**src/design/rf_integrity_pkg.sv**
```systemverilog
package rf_integrity_pkg;
   // register offsets on the host byte port
   localparam logic [5:0] ADDR_RX_GUARD    = 6'h21;
   localparam logic [5:0] ADDR_CFG         = 6'h22;
   localparam logic [5:0] ADDR_SEED_LOW    = 6'h23;
   localparam logic [5:0] ADDR_SEED_HIGH   = 6'h24;
   localparam logic [5:0] ADDR_FIXED       = 6'h25;
   // reset values
   localparam logic [7:0] RST_RX_GUARD     = 8'h06;
   localparam logic [7:0] RST_CFG          = 8'h03;
   localparam logic [7:0] RST_SEED_LOW     = 8'h63;
   localparam logic [7:0] RST_SEED_HIGH    = 8'h63;
   localparam logic [7:0] RST_FIXED        = 8'h00;
   // integrity_check_config field positions
   localparam int         BIT_PARITY_EN    = 0;
   localparam int         BIT_ODD_PARITY   = 1;
   localparam int         BIT_TX_APPEND    = 2;
   localparam int         BIT_RX_CHECK     = 3;
   localparam int         BIT_SHORT_WIDTH  = 4;
   localparam int         BIT_ALT_STANDARD = 5;
   // reflected polynomials, lsb first
   localparam logic [15:0] CRC16_POLY      = 16'h8408;
   localparam logic [7:0]  CRC_SHORT_WIDTH_POLY       = 8'h8c;
   // transmit buffer shape
   localparam int         FIFO_WIDTH       = 8;
   localparam int         FIFO_DEPTH       = 8;

   // sequencer states, gray along idle-send-parity-guard-receive
   typedef enum logic [2:0] {
      ST_IDLE   = 3'b000,
      ST_SEND   = 3'b001,
      ST_PARITY = 3'b011,
      ST_GUARD  = 3'b010,
      ST_RECV   = 3'b110,
      ST_CALC   = 3'b100
   } seq_state_t;

   // fold one byte into the checksum, lsb first
   function automatic logic [15:0] crc_byte(input logic [15:0] crc, input logic [7:0] data,
                                            input logic short_w);
      logic [15:0] c;
      logic        fb;
      c  = crc;
      fb = 1'b0;
      for (int i = 0; i < 8; i++) begin
         fb = c[0] ^ data[i];
         if (short_w) begin
            c = {8'h00, (c[7:0] >> 1) ^ (fb ? CRC_SHORT_WIDTH_POLY : 8'h00)};
         end else begin
            c = (c >> 1) ^ (fb ? CRC16_POLY : 16'h0000);
         end
      end
      return c;
   endfunction : crc_byte
endpackage : rf_integrity_pkg

```
**src/design/rf_channel_integrity_config.sv**
```systemverilog
// Overview of operation
// - receiver waits guard delay bit clocks after transmit
// - receive input ignored during guard interval
// - bit 5 selects alternate crc, else type A
// - bit 4 selects 8-bit crc, else 16-bit
// - rx check treats trailing bytes as crc, withholds
// - crc mismatch sets error flag; disabled expects none
// - tx append computes and appends crc bytes
// - bit 1 selects odd parity, else even
// - parity bit after each byte when enabled
// - seed bytes preset crc at each start
// - 8-bit width uses only low seed byte

// synchronous buffer with registered flags
module byte_fifo #(
   parameter int WIDTH = 8,
   parameter int DEPTH = 8
) (
   // clock and reset
   input  wire logic             sys_clk,
   input  wire logic             srst,
   // fill side
   input  wire logic [WIDTH-1:0] in_data,
   input  wire logic             in_valid,
   output logic                  in_ready,
   // drain side
   output logic      [WIDTH-1:0] out_data,
   output logic                  out_valid,
   input  wire logic             out_ready
);
   localparam int PW = $clog2(DEPTH);
   logic [WIDTH-1:0] mem [DEPTH];        // storage words
   logic [PW-1:0]    wr_ptr, next_wr_ptr; // write position
   logic [PW-1:0]    rd_ptr, next_rd_ptr; // read position
   logic [PW:0]      count, next_count;   // words held
   logic             push, pop;

   // pointer and flag arithmetic
   always_comb begin
      push        = in_valid & in_ready;
      pop         = out_valid & out_ready;
      next_wr_ptr = push ? PW'((wr_ptr + 1'b1) % DEPTH) : wr_ptr;
      next_rd_ptr = pop ? PW'((rd_ptr + 1'b1) % DEPTH) : rd_ptr;
      next_count  = count + (PW+1)'(push) - (PW+1)'(pop);
   end

   // register pointers, flags and storage
   always_ff @(posedge sys_clk) begin
      if (srst) begin
         wr_ptr    <= '0;
         rd_ptr    <= '0;
         count     <= '0;
         in_ready  <= 1'b0;
         out_valid <= 1'b0;
      end else begin
         wr_ptr    <= next_wr_ptr;
         rd_ptr    <= next_rd_ptr;
         count     <= next_count;
         in_ready  <= next_count != (PW+1)'(DEPTH);
         out_valid <= next_count != '0;
         if (push) begin
            mem[wr_ptr] <= in_data;
         end
      end
   end

   assign out_data = mem[rd_ptr];       // read word at head
endmodule : byte_fifo

module rf_channel_integrity_config
   import rf_integrity_pkg::*;
(
   // clock and reset
   input  wire logic       sys_clk,
   input  wire logic       srst,
   // host byte register port
   input  wire logic [5:0] reg_addr,
   input  wire logic       reg_wr,
   input  wire logic       reg_rd,
   input  wire logic [7:0] reg_wdata,
   output logic      [7:0] reg_rdata,
   // transmit bytes and commands
   input  wire logic [7:0] tx_data,
   input  wire logic       tx_valid,
   output logic            tx_ready,
   input  wire logic       tx_start,
   input  wire logic       compute_checksum_command,
   // bit link toward the card
   input  wire logic       bit_tick,
   output logic            tx_bit,
   output logic            tx_bit_valid,
   input  wire logic       rx_in,
   input  wire logic       rx_in_valid,
   input  wire logic       rx_frame_end,
   // received bytes and status
   output logic      [7:0] rx_data,
   output logic            rx_valid,
   output logic            check_error_flag,
   output logic            parity_error,
   output logic     [15:0] crc_value,
   output logic            rx_enabled,
   output logic            busy
);
   // registers and their next values
   logic [7:0]  rx_guard_delay, next_rx_guard_delay;   // guard length in bit clocks
   logic [7:0]  integrity_check_config, next_cfg;      // mode bits
   logic [7:0]  check_seed_low, next_seed_low;         // preset low byte
   logic [7:0]  check_seed_high, next_seed_high;       // preset high byte
   logic [7:0]  reserved_fixed_byte, next_fixed;       // kept, not used
   logic [7:0]  next_rdata;
   // sequencer state
   seq_state_t  state, next_state;
   logic [7:0]  sh, next_sh;                 // outgoing byte, indexed not shifted
   logic [2:0]  bit_cnt, next_bit_cnt;       // bits sent of byte
   logic [15:0] crc, next_crc;               // running checksum
   logic [15:0] crc_word, next_crc_word;     // pending crc high byte
   logic        crc_left, next_crc_left;     // one crc byte pending
   logic        crc_done, next_crc_done;     // crc already queued
   logic [7:0]  guard_cnt, next_guard_cnt;   // guard countdown
   logic [7:0]  rx_sh, next_rx_sh;           // incoming byte shifter
   logic [3:0]  rx_cnt, next_rx_cnt;         // bits received of byte
   logic [15:0] pipe, next_pipe;             // withheld trailing bytes
   logic [1:0]  pc, next_pc;                 // bytes held in pipe
   logic        next_tx_bit, next_tx_bit_valid, next_rx_valid;
   logic [7:0]  next_rx_data;
   logic        next_err, next_par_err, next_rx_enabled;
   logic [15:0] next_crc_value;
   // combinational helpers
   logic        short_w, alt_std, odd_par, par_en;
   logic [1:0]  need;
   logic [15:0] seed, mask, c, fin;
   logic        load_next, pop, got;
   logic [7:0]  nb, oldest;
   logic [7:0]  fifo_data;
   logic        fifo_valid;

   // transmit bytes wait here; drained one byte per sent byte when sending (once per clock in checksum mode), so it fills
   byte_fifo #(.WIDTH(FIFO_WIDTH), .DEPTH(FIFO_DEPTH)) u_tx_fifo (
      .sys_clk   (sys_clk),
      .srst      (srst),
      .in_data   (tx_data),
      .in_valid  (tx_valid),
      .in_ready  (tx_ready),
      .out_data  (fifo_data),
      .out_valid (fifo_valid),
      .out_ready (pop)
   );

   // register writes and read data
   always_comb begin
      next_rx_guard_delay = rx_guard_delay;
      next_cfg            = integrity_check_config;
      next_seed_low       = check_seed_low;
      next_seed_high      = check_seed_high;
      next_fixed          = reserved_fixed_byte;
      next_rdata          = reg_rdata;
      if (reg_wr) begin
         unique case (reg_addr)
            ADDR_RX_GUARD:  next_rx_guard_delay = reg_wdata;
            ADDR_CFG:       next_cfg            = reg_wdata;
            ADDR_SEED_LOW:  next_seed_low       = reg_wdata;
            ADDR_SEED_HIGH: next_seed_high      = reg_wdata;
            ADDR_FIXED:     next_fixed          = reg_wdata;
            default:        ;                   // unmapped write dropped
         endcase
      end
      if (reg_rd) begin
         unique case (reg_addr)
            ADDR_RX_GUARD:  next_rdata = rx_guard_delay;
            ADDR_CFG:       next_rdata = integrity_check_config;
            ADDR_SEED_LOW:  next_rdata = check_seed_low;
            ADDR_SEED_HIGH: next_rdata = check_seed_high;
            ADDR_FIXED:     next_rdata = reserved_fixed_byte;
            default:        next_rdata = 8'h00; // unmapped reads zero
         endcase
      end
   end

   // register file flops
   always_ff @(posedge sys_clk) begin
      if (srst) begin
         rx_guard_delay         <= RST_RX_GUARD;
         integrity_check_config <= RST_CFG;
         check_seed_low         <= RST_SEED_LOW;
         check_seed_high        <= RST_SEED_HIGH;
         reserved_fixed_byte    <= RST_FIXED;
         reg_rdata              <= 8'h00;
      end else begin
         rx_guard_delay         <= next_rx_guard_delay;
         integrity_check_config <= next_cfg;
         check_seed_low         <= next_seed_low;
         check_seed_high        <= next_seed_high;
         reserved_fixed_byte    <= next_fixed;
         reg_rdata              <= next_rdata;
      end
   end

   // mode decode shared by both directions
   always_comb begin
      short_w = integrity_check_config[BIT_SHORT_WIDTH];
      alt_std = integrity_check_config[BIT_ALT_STANDARD];
      odd_par = integrity_check_config[BIT_ODD_PARITY];
      par_en  = integrity_check_config[BIT_PARITY_EN];
      need    = integrity_check_config[BIT_RX_CHECK] ? (short_w ? 2'd1 : 2'd2) : 2'd0;
      seed    = short_w ? {8'h00, check_seed_low}
                        : {check_seed_high, check_seed_low};
      mask    = short_w ? 16'h00ff : 16'hffff;
      fin     = (alt_std ? ~crc : crc) & mask;
   end

   // sequencer next values
   always_comb begin
      next_state        = state;
      next_sh           = sh;
      next_bit_cnt      = bit_cnt;
      next_crc          = crc;
      next_crc_word     = crc_word;
      next_crc_left     = crc_left;
      next_crc_done     = crc_done;
      next_guard_cnt    = guard_cnt;
      next_rx_sh        = rx_sh;
      next_rx_cnt       = rx_cnt;
      next_pipe         = pipe;
      next_pc           = pc;
      next_tx_bit       = tx_bit;
      next_tx_bit_valid = 1'b0;
      next_rx_valid     = 1'b0;
      next_rx_data      = rx_data;
      next_err          = check_error_flag;
      next_par_err      = parity_error;
      next_rx_enabled   = rx_enabled;
      next_crc_value    = crc_value;
      c                 = crc;
      load_next         = 1'b0;
      pop               = 1'b0;
      got               = 1'b0;
      nb                = 8'h00;
      oldest            = (pc == 2'd2) ? pipe[7:0] : pipe[15:8];
      unique case (state)
         ST_IDLE: begin
            if (tx_start) begin
               c             = seed;
               next_crc_left = 1'b0;
               next_crc_done = 1'b0;
               load_next     = 1'b1;
            end else if (compute_checksum_command) begin
               next_crc   = seed;
               next_state = ST_CALC;
            end
         end
         ST_CALC: begin
            if (fifo_valid) begin
               pop      = 1'b1;
               next_crc = crc_byte(crc, fifo_data, short_w);
            end else begin
               next_crc_value = fin;
               next_state     = ST_IDLE;
            end
         end
         ST_SEND: begin
            if (bit_tick) begin
               // index the bit, keep the byte whole for the parity bit
               next_tx_bit       = sh[bit_cnt];
               next_tx_bit_valid = 1'b1;
               next_bit_cnt      = bit_cnt + 3'd1;
               if (bit_cnt == 3'd7) begin
                  if (par_en) begin
                     next_state = ST_PARITY;
                  end else begin
                     load_next = 1'b1;
                  end
               end
            end
         end
         ST_PARITY: begin
            if (bit_tick) begin
               next_tx_bit       = (^sh) ^ odd_par;
               next_tx_bit_valid = 1'b1;
               load_next         = 1'b1;
            end
         end
         ST_GUARD: begin
            // receive input is not looked at here
            if (guard_cnt == 8'h00) begin
               next_state      = ST_RECV;
               next_rx_enabled = 1'b1;
               next_crc        = seed;
               next_pc         = 2'd0;
               next_pipe       = 16'h0000;                            // no stale bytes
               next_rx_cnt     = 4'd0;
               next_err        = 1'b0;
               next_par_err    = 1'b0;
            end else if (bit_tick) begin
               next_guard_cnt = guard_cnt - 8'd1;
            end
         end
         ST_RECV: begin
            if (rx_frame_end) begin
               next_state      = ST_IDLE;
               next_rx_enabled = 1'b0;
               next_crc_value  = fin;
               if (need != 2'd0) begin
                  if (pc != need || pipe != ((need == 2'd2) ? fin : {fin[7:0], 8'h00})) begin
                     next_err = 1'b1;
                  end
               end
            end else if (rx_in_valid) begin
               if (rx_cnt == 4'd8) begin
                  got         = 1'b1;
                  nb          = rx_sh;
                  next_rx_cnt = 4'd0;
                  if (rx_in != ((^rx_sh) ^ odd_par)) begin
                     next_par_err = 1'b1;
                  end
               end else begin
                  next_rx_sh  = {rx_in, rx_sh[7:1]};
                  next_rx_cnt = rx_cnt + 4'd1;
                  if (rx_cnt == 4'd7 && !par_en) begin
                     got         = 1'b1;
                     nb          = {rx_in, rx_sh[7:1]};
                     next_rx_cnt = 4'd0;
                  end
               end
            end
            if (got) begin
               if (need == 2'd0) begin
                  next_rx_data  = nb;
                  next_rx_valid = 1'b1;
                  next_crc      = crc_byte(crc, nb, short_w);
               end else begin
                  next_pipe = {nb, pipe[15:8]};
                  if (pc == need) begin
                     next_rx_data  = oldest;
                     next_rx_valid = 1'b1;
                     next_crc      = crc_byte(crc, oldest, short_w);
                     if (need == 2'd1) begin
                        next_pipe = {nb, 8'h00};
                     end
                  end else begin
                     next_pc = pc + 2'd1;
                  end
               end
            end
         end
         default: next_state = ST_IDLE;                               // illegal code
      endcase
      // fetch the next outgoing byte: data, then crc, then guard
      if (load_next) begin
         next_bit_cnt = 3'd0;
         next_state   = ST_SEND;
         if (fifo_valid) begin
            pop      = 1'b1;
            next_sh  = fifo_data;
            next_crc = crc_byte(c, fifo_data, short_w);
         end else if (integrity_check_config[BIT_TX_APPEND] && !crc_done) begin
            c             = (alt_std ? ~c : c) & mask;
            next_sh       = c[7:0];
            next_crc_word = {8'h00, c[15:8]};
            next_crc_left = !short_w;
            next_crc_done = 1'b1;
         end else if (crc_left) begin
            next_sh       = crc_word[7:0];
            next_crc_left = 1'b0;
         end else begin
            next_guard_cnt = rx_guard_delay;
            next_state     = ST_GUARD;
         end
      end
   end

   // sequencer flops
   always_ff @(posedge sys_clk) begin
      if (srst) begin
         state            <= ST_IDLE;
         sh               <= 8'h00;
         bit_cnt          <= 3'd0;
         crc              <= 16'h0000;
         crc_word         <= 16'h0000;
         crc_left         <= 1'b0;
         crc_done         <= 1'b0;
         guard_cnt        <= 8'h00;
         rx_sh            <= 8'h00;
         rx_cnt           <= 4'd0;
         pipe             <= 16'h0000;
         pc               <= 2'd0;
         tx_bit           <= 1'b0;
         tx_bit_valid     <= 1'b0;
         rx_data          <= 8'h00;
         rx_valid         <= 1'b0;
         check_error_flag <= 1'b0;
         parity_error     <= 1'b0;
         crc_value        <= 16'h0000;
         rx_enabled       <= 1'b0;
         busy             <= 1'b0;
      end else begin
         state            <= next_state;
         sh               <= next_sh;
         bit_cnt          <= next_bit_cnt;
         crc              <= next_crc;
         crc_word         <= next_crc_word;
         crc_left         <= next_crc_left;
         crc_done         <= next_crc_done;
         guard_cnt        <= next_guard_cnt;
         rx_sh            <= next_rx_sh;
         rx_cnt           <= next_rx_cnt;
         pipe             <= next_pipe;
         pc               <= next_pc;
         tx_bit           <= next_tx_bit;
         tx_bit_valid     <= next_tx_bit_valid;
         rx_data          <= next_rx_data;
         rx_valid         <= next_rx_valid;
         check_error_flag <= next_err;
         parity_error     <= next_par_err;
         crc_value        <= next_crc_value;
         rx_enabled       <= next_rx_enabled;
         busy             <= next_state != ST_IDLE;
      end
   end
endmodule : rf_channel_integrity_config

```
**config.mk**
```make
export PLATFORM = sky130hd
export DESIGN_NAME = rf_channel_integrity_config
export DESIGN_NICKNAME = d
export VERILOG_FILES = /design/src/design/rf_integrity_pkg.sv /design/src/design/rf_channel_integrity_config.sv
export SDC_FILE = /design/constraint.sdc
export NUM_CORES = 1
export LEC_CHECK = 0
export ABC_AREA = 1
export BUFFER_PORTS_ARGS = -buffer_cell sky130_fd_sc_hd__buf_2
export CORE_MARGIN = 3
export CORE_UTILIZATION = 55
export CTS_CLUSTER_DIAMETER = 100
export DETAILED_ROUTE_END_ITERATION = 16
export PLACE_DENSITY = 0.73
export RECOVER_POWER = 100
export SLEW_MARGIN = 15
export SYNTH_ARGS = -nofsm -noshare
export SYNTH_HDL_FRONTEND = slang
export SYNTH_HIERARCHICAL = 1
export SYNTH_SLANG_ARGS = --single-unit
```
**constraint.sdc**
```tcl
create_clock -name sys_clk -period 3.6 [get_ports sys_clk]
set_clock_uncertainty 0.2 [all_clocks]
set_input_delay 0 -clock sys_clk [delete_from_list [all_inputs] [get_ports sys_clk]]
set_output_delay 0 -clock sys_clk [all_outputs]
set_load 0.05 [all_outputs]
```
==> results of run 1 <==
==> state kept, by name (all words and copies together) (netlist names), 3 cells and up, named ones only <==
register                cells
reg_rdata                   8
u_tx_fifo/wr_ptr            3
crc                        16
state                       3
rx_cnt                      4
check_seed_high             8
u_tx_fifo/count             4
u_tx_fifo/mem              64
check_seed_low              8
rx_guard_delay              8
guard_cnt                   8
bit_cnt                     3
crc_value                  16
rx_sh                       8
integrity_check_config      8
pipe                       16
u_tx_fifo/rd_ptr            3
sh                          8
crc_word                    8
reserved_fixed_byte         8
rx_data                     8
==> worst reg2reg max path, stage by stage, from the launching register on <==
cell and delay, ns:
dfxtp_1 0.45, inv_1 0.11, nor2_1 0.19, nand2_1 0.33
nor2_2 0.36, inv_2 0.16, nor2_2 0.23, nand2_1 0.31
o21ai_0 0.26, a21oi_1 0.06, dlygate4sd3_1 0.58
==> layout by cell type, fill, tap and decap left out, types with 20 or more instances in the layout <==
| master | instances |
|---|---|
| buf_4 | 41 |
| o21ai_1 | 36 |
| dfxtp_1 | 170 |
| o22ai_1 | 20 |
| xor2_1 | 72 |
| o211ai_1 | 22 |
| clkbuf_1 | 60 |
| nor2_1 | 205 |
| xnor2_1 | 26 |
| o21ai_0 | 184 |
| a21oi_1 | 148 |
| edfxtp_1 | 64 |
| dlygate4sd3_1 | 43 |
| inv_1 | 196 |
| buf_2 | 23 |
| nand3_1 | 107 |
| clkbuf_16 | 29 |
| nand2_1 | 453 |
==> metrics by stage <==
step,cell area [sq um],setup slack [ns]
after global placement,15000,0.220
after floorplan,14200,0.324
after CTS,16300,0.120
after global routing,16300,0.0103
after detailed placement,15000,0.147
final,16300,0.237
==> where the power goes <==
part	internal, mW	total [mW]	switching (mW)
registers	3.05	3.41	0.359
clock network	1.69	2.89	1.21
logic	2.10	6.49	4.39
total	6.84	12.8	5.96
==> layout make-up <==
| type | count | area [sq um] | share of cell area [%] |
|---|---|---|---|
| clock inverter | 16 | 166 | 1.02 |
| inverter | 217 | 815 | 5.01 |
| timing repair buffer | 169 | 1110 | 6.85 |
| clock buffer | 34 | 774 | 4.76 |
| sequential | 236 | 5370 | 33.0 |
| tap | 330 | 413 | 2.54 |
| multi-input combinational | 1465 | 7610 | 46.8 |
==> per-layer routing <==
metal  up-vias  GRT usage, %
li1       6895             -
met1      6802          45.4
met2       715          53.2
met3       150          4.94
met4         0          13.8
met5         -             0
==> logic make-up (layout without fill, tap and decap cells) <==
kind of cell,count (synthesis),count (layout),synth area share (%)
compound gates,491,491,19.6
xor+xnor,104,104,6.79
fa+ha+maj,12,12,1.11
buf+inv,301,436,8.85
flops,236,236,37.7
mux,1,1,0.0703
simple gates,857,857,25.9
==> worst min-delay path by stage <==
stage / start / to / cells past startpoint
4_1_cts: tx_data[6] / u_tx_fifo/mem[3][6]$_DFFE_PP_ / 2
3_5_place_dp: tx_data[6] / u_tx_fifo/mem[0][6]$_DFFE_PP_ / 1
3_3_place_gp: tx_data[6] / u_tx_fifo/mem[4][6]$_DFFE_PP_ / 1
5_1_grt: srst / flip-flop / 3
6_report: srst / flip-flop / 3
2_1_floorplan: tx_data[0] / u_tx_fifo/mem[0][0]$_DFFE_PP_ / 0
==> what timing repair did <==
action | in CTS | in global routing
resized for setup | 0 | 10
hold buffers | 43 | 0
setup endpoints to repair | 0 | 7
endpoints found under the hold margin | 197 | 0
setup buffers | 0 | 3
==> results.md, run 1 <==
- Status: finished, violations left
- Failing checks: capacitance limit, slew limit
- WS Path Type: flip-flop to flip-flop
- Rows: 58
- Slew Limit Fails: 9
- Setup violators final: 0
- Worst Max-Slew Pin Slew: 1.66 ns
- DR DRC count: 0
- Element type at the critical path end: flip-flop
- HPWL Detailed: 34500 um
- Mapped Cells: 2002
- WP depth: 10
- Static leakage: 7.00 nW
- RSZ-0062 raised after global routing: false
- Port-buffer cells: 72
- H-tree depth: 1
- Yosys warns: 6
- Die Height: 167 um
- DR vias: 14562
- R2r worst-path depth: 10
- M1 WL: 19800 um
- Vias in the first global route: 13519
- Power density over the cells: 787 nW/um^2
- Critical path endpoint: rx_sh[7]$_SDFFE_PP0P_
- Post-Place Cells: 2371
- Global placement routability congestion: 1.01
- Avg Inst Size Synth: 7.12 sq um
- Sequential cell area fraction in the yosys report: 37.7%
- Top Layer Used: met4
- Fillers: 2295
- Ranking of synthesized cells by area: dfxtp_1 24%, edfxtp_1 13%, nand2_1 12%
- Worst hold path type: input pin to flip-flop
- Maximum clock path buffer count: 3
- Initial DRC count: 1620
- Crit path time final: 3.36 ns
- Core Region: 25300 sq um
- Global-route wire length before repair: 74700 um
- Met2 WL: 21400 um
- CTS sink cnt: 236
- GRT Overall Usage: 33.3%
- Period utilisation layout: 93.4%
- Slew HR: -11.3%
- Synth unique cells: 60
- Hold_ws: 0.0601 ns
- Clock transition at path regs: 0.06 ns
- Initial antenna violation count: 0
- Delay-heaviest family, CP: simple AND/OR/NAND/NOR gates
- Final core utilization: 64.2%
- Initial core utilization: 56.2%
- Crit start category: flip-flop
- CTS Buf Count: 27
- Fin cells: 2467
- Post-route ant nets: 0
- Vias per inst: 5.90
- Die ar.: 27900 sq um
- WL met3: 4310 um
- Syn_nets: 2047
- Root buffer selected by CTS: clkbuf_16
- Hold Vio Cnt, Final: 0
- Share of cells above drive strength 1: 9.31%
- Critical-path cell list: inv_1 > nor2_1 > nand2_1 > nor2_2 > inv_2 > nor2_2 > nand2_1 > o21ai_0 > a21oi_1 > dlygate4sd3_1
- Reg2Reg Setup Slack: 0.24 ns
- Wire length per cell: 19.4 um
- Synthesized area: 14200 sq um
- FF+latch count, synth: 236
- Worst Path Arrival: 3.59 ns
- CP peak stage delay: 0.58 ns
- Maximum clock frequency: 297 MHz
- Crit path launch: state[1]$_SDFF_PP0_
- Commonest cells post-synth: 452 x nand2_1, 204 x nor2_1, 194 x inv_1
- Worst Path Required: 3.83 ns
- Die X-Extent: 167 um
- Largest net degree at the start of global routing: 75
- DRT Pass-1 Iters: 5
- Max IR drop VDD: 0.534 mV
- Largest fanout on the critical path: 14
- CP max stage cell: dlygate4sd3_1
- Max_cap viols: 1
- Nets: 2161
- Setup TNS: 0 ns
- Yosys top cell by area: dfxtp_1
- CTS tree: yes
- Boundary pin count: 73
- Clk Latency, worst-skew pair: 0.56 ns
- Reg2reg end: rx_sh[7]$_SDFFE_PP0P_
- DRT Wirelength: 47800 um
- Design Power: 12.8 mW
- Top-count cell post-synth: nand2_1
- Ys async rst share: 0%
- ANT cells: 0
- Crit path buf inv count: 3
- Synth top area share: 24.2%
- Reg2Reg Launch Point: state[1]$_SDFF_PP0_
- Top_reg_cell synth: dfxtp_1
- Synth-to-Final Area Change: 14.2%
- Grt total ovfl: 0
- EDFF count, synth: 64
No activity file was read; power rests on OpenSTA's default activity.
==> run 2, diff against run 1 <==
--- a/config.mk
+++ b/config.mk
@@ -9,6 +9,7 @@
 export BUFFER_PORTS_ARGS = -buffer_cell sky130_fd_sc_hd__buf_2
 export CORE_MARGIN = 3
 export CORE_UTILIZATION = 55
+export CTS_BUF_LIST = sky130_fd_sc_hd__clkbuf_4
 export CTS_CLUSTER_DIAMETER = 100
 export DETAILED_ROUTE_END_ITERATION = 16
 export PLACE_DENSITY = 0.73
==> results.md, run 2 (same netlist as run 1, synthesis figures left out) <==
- Die Height: 167 um
- Clock transition at path regs: 0.07 ns
- CTS tree: yes
- Reg2Reg Setup Slack: 0.21 ns
- Share of cells above drive strength 1: 12.4%
- Port-buffer cells: 72
- Post-Place Cells: 2371
- Period utilisation layout: 97.7%
- Clock network power share: 21.0%
- DRT Pass-1 Iters: 6
- Seq pwr share: 27.1%
- Synth-to-Final Area Change: 16.4%
- Net switching power: 5.97 mW
- Grt total ovfl: 0
- Root buffer selected by CTS: clkbuf_4
- WS Path Type: input pin to flip-flop
- Crit path launch: reg_addr[3]
- Largest register FFs: 64
- Setup violators final: 0
- Hold Vio Cnt, Final: 0
- Comb pwr share: 51.9%
- M2 GR Usage: 54.3%
- Max IR drop VDD: 0.528 mV
- Grt peak-use layer: met2
- Internal: 6.63 mW
- Worst hold path type: input pin to flip-flop
- Largest register by flop count: u_tx_fifo/mem
- CTS Buf Count: 66
- Post-route ant nets: 0
- Reg2Reg Launch Point: state[1]$_SDFF_PP0_
- Global-route wire length before repair: 77000 um
- Maximum clock frequency: 284 MHz
- Element type at the critical path end: flip-flop
- GRT Overall Usage: 34.4%
- Most frequent cells in the layout: 452 x nand2_1, 203 x nor2_1, 197 x inv_1, 183 x o21ai_0, 170 x dfxtp_1
- DR vias: 15014
- Failing checks: capacitance limit, slew limit
- FF+latch area: 5370 sq um
- Crit start category: input pin
- Core Region: 25300 sq um
- Max_cap viols: 1
- Maximum clock path buffer count: 3
- Die ar.: 27900 sq um
- Initial antenna violation count: 1
- Largest net degree at the start of global routing: 75
- CTS sink cnt: 236
- Slew HR: -8.88%
- Clk Latency, worst-skew pair: 0.71 ns
- DR DRC count: 0
- Worst Path Required: 4.04 ns
- Static leakage: 7.23 nW
- Critical path endpoint: integrity_check_config[0]$_SDFFE_PP1P_
- HPWL Detailed: 34500 um
- Status: finished, violations left
- Switching part of the total: 47.4%
- Met1 Use GR: 45.9%
- Multi-input gate area: 7630 sq um
- Fin cells: 2570
- Initial core utilization: 56.2%
- Rows: 58
- Fillers: 2309
- DRT Wirelength: 49300 um
- H-tree depth: 3
- Most common library cell in the layout ignoring fill and taps: nand2_1
- Worst Max-Slew Pin Slew: 1.62 ns
- Met3 global-route usage: 6.50%
- Die X-Extent: 167 um
- Boundary pin count: 73
- Vias in the first global route: 14251
- Largest fanout on the critical path: 8
- Wire length per cell: 19.2 um
- Worst Path Arrival: 3.96 ns
- Nets: 2232
- Power density over the cells: 760 nW/um^2
- Slew Limit Fails: 9
- Global placement routability congestion: 1.01
- Reg2reg end: rx_sh[7]$_SDFFE_PP0P_
- Design Power: 12.6 mW
- Vias per inst: 5.84
- R2r worst-path depth: 10
- Initial DRC count: 1721
- Crit path time final: 3.52 ns
==> run 2: cell count changes in the layout (fill, tap and decap cells not counted), moves of 2 or more <==
cell / previous run / this run
buf_2: 23 / 31
buf_4: 41 / 49
clkbuf_1: 60 / 46
clkbuf_16: 29 / 0
clkbuf_4: 1 / 94
clkbuf_8: 3 / 0
clkinv_1: 3 / 14
clkinv_4: 3 / 1
diode_2: 0 / 2
dlygate4sd3_1: 43 / 72
nor2_1: 205 / 203
==> run 2: power groups by stage <==
| stage | Combinational (mW) | Sequential, mW | Clock, mW |
|---|---|---|---|
| after detailed placement | 6.16 | 3.45 | 0 |
| final | 6.54 | 3.41 | 2.65 |
| after CTS | 6.25 | 3.39 | 2.69 |
| after floorplan | 4.39 | 3.54 | 0 |
| after global routing | 7.17 | 3.44 | 2.84 |
| after global placement | 6.10 | 3.44 | 0 |
==> run 2: critical path: stages <==
cell,delay [ns]
dlygate4sd3_1,0.54
clkbuf_1,0.13
nor2_1,0.11
dlygate4sd3_1,0.57
inv_1,0.09
nor4_2,0.20
dlygate4sd3_1,0.58
buf_4,0.18
inv_1,0.11
nor2_4,0.19
nand2_1,0.06
dlygate4sd3_1,0.56
o211ai_1,0.08
dlygate4sd3_1,0.57
==> run 2: how the worst min path moves through the flow <==
stage	startpoint	depth (start not counted)	to	slack, ns
final	reg_wdata[3]	4	reserved_fixed_byte[3]$_SDFFE_PP0P_	0.04
after global routing	reg_wdata[3]	4	check_seed_high[3]$_SDFFE_PP0P_	0.03
after CTS	reg_wdata[5]	4	check_seed_low[5]$_SDFFE_PP1P_	0.004
after detailed placement	tx_data[6]	1	u_tx_fifo/mem[0][6]$_DFFE_PP_	0.08
after global placement	tx_data[6]	1	u_tx_fifo/mem[4][6]$_DFFE_PP_	0.07
after floorplan	tx_data[0]	0	u_tx_fifo/mem[0][0]$_DFFE_PP_	-0.10
==> run 2: final cells by class <==
type / count / area share, %
Inverter: 217 / 4.91
Tap cell: 330 / 2.49
Multi-Input combinational cell: 1465 / 46.0
Clock buffer: 93 / 4.21
Antenna cell: 2 / 0.0302
Sequential cell: 236 / 32.4
Clock inverter: 26 / 1.21
Timing Repair Buffer: 201 / 8.77
==> run 2: metrics by stage <==
step | setup TNS, ns | setup WS, ns | hold slack (ns) | util [%] | cell area [sq um]
after global placement | 0 | 0.220 | 0.0673 | 59.1 | 15000
final | 0 | 0.0831 | 0.0421 | 65.5 | 16600
after global routing | -0.0199 | -0.0143 | 0.0277 | 65.5 | 16600
after floorplan | 0 | 0.324 | -0.101 | - | 14200
after CTS | 0 | 0.114 | 0.00369 | 65.5 | 16600
after detailed placement | 0 | 0.147 | 0.0791 | 59.1 | 15000
==> run 2: repair_timing <==
| action | CTS | global route |
|---|---|---|
| buffers inserted | 0 | 6 |
| resized for setup | 0 | 11 |
| hold buffers | 72 | 1 |
| endpoints found under the setup margin | 0 | 9 |
| hold endpoints to repair | 280 | 3 |
==> run 2: layer usage <==
layer  up-vias  share of wire, %
li1       7076                 -
met1      6981                41
met2       781                45
met3       176               9.4
met4         0               4.7
met5         -                 0
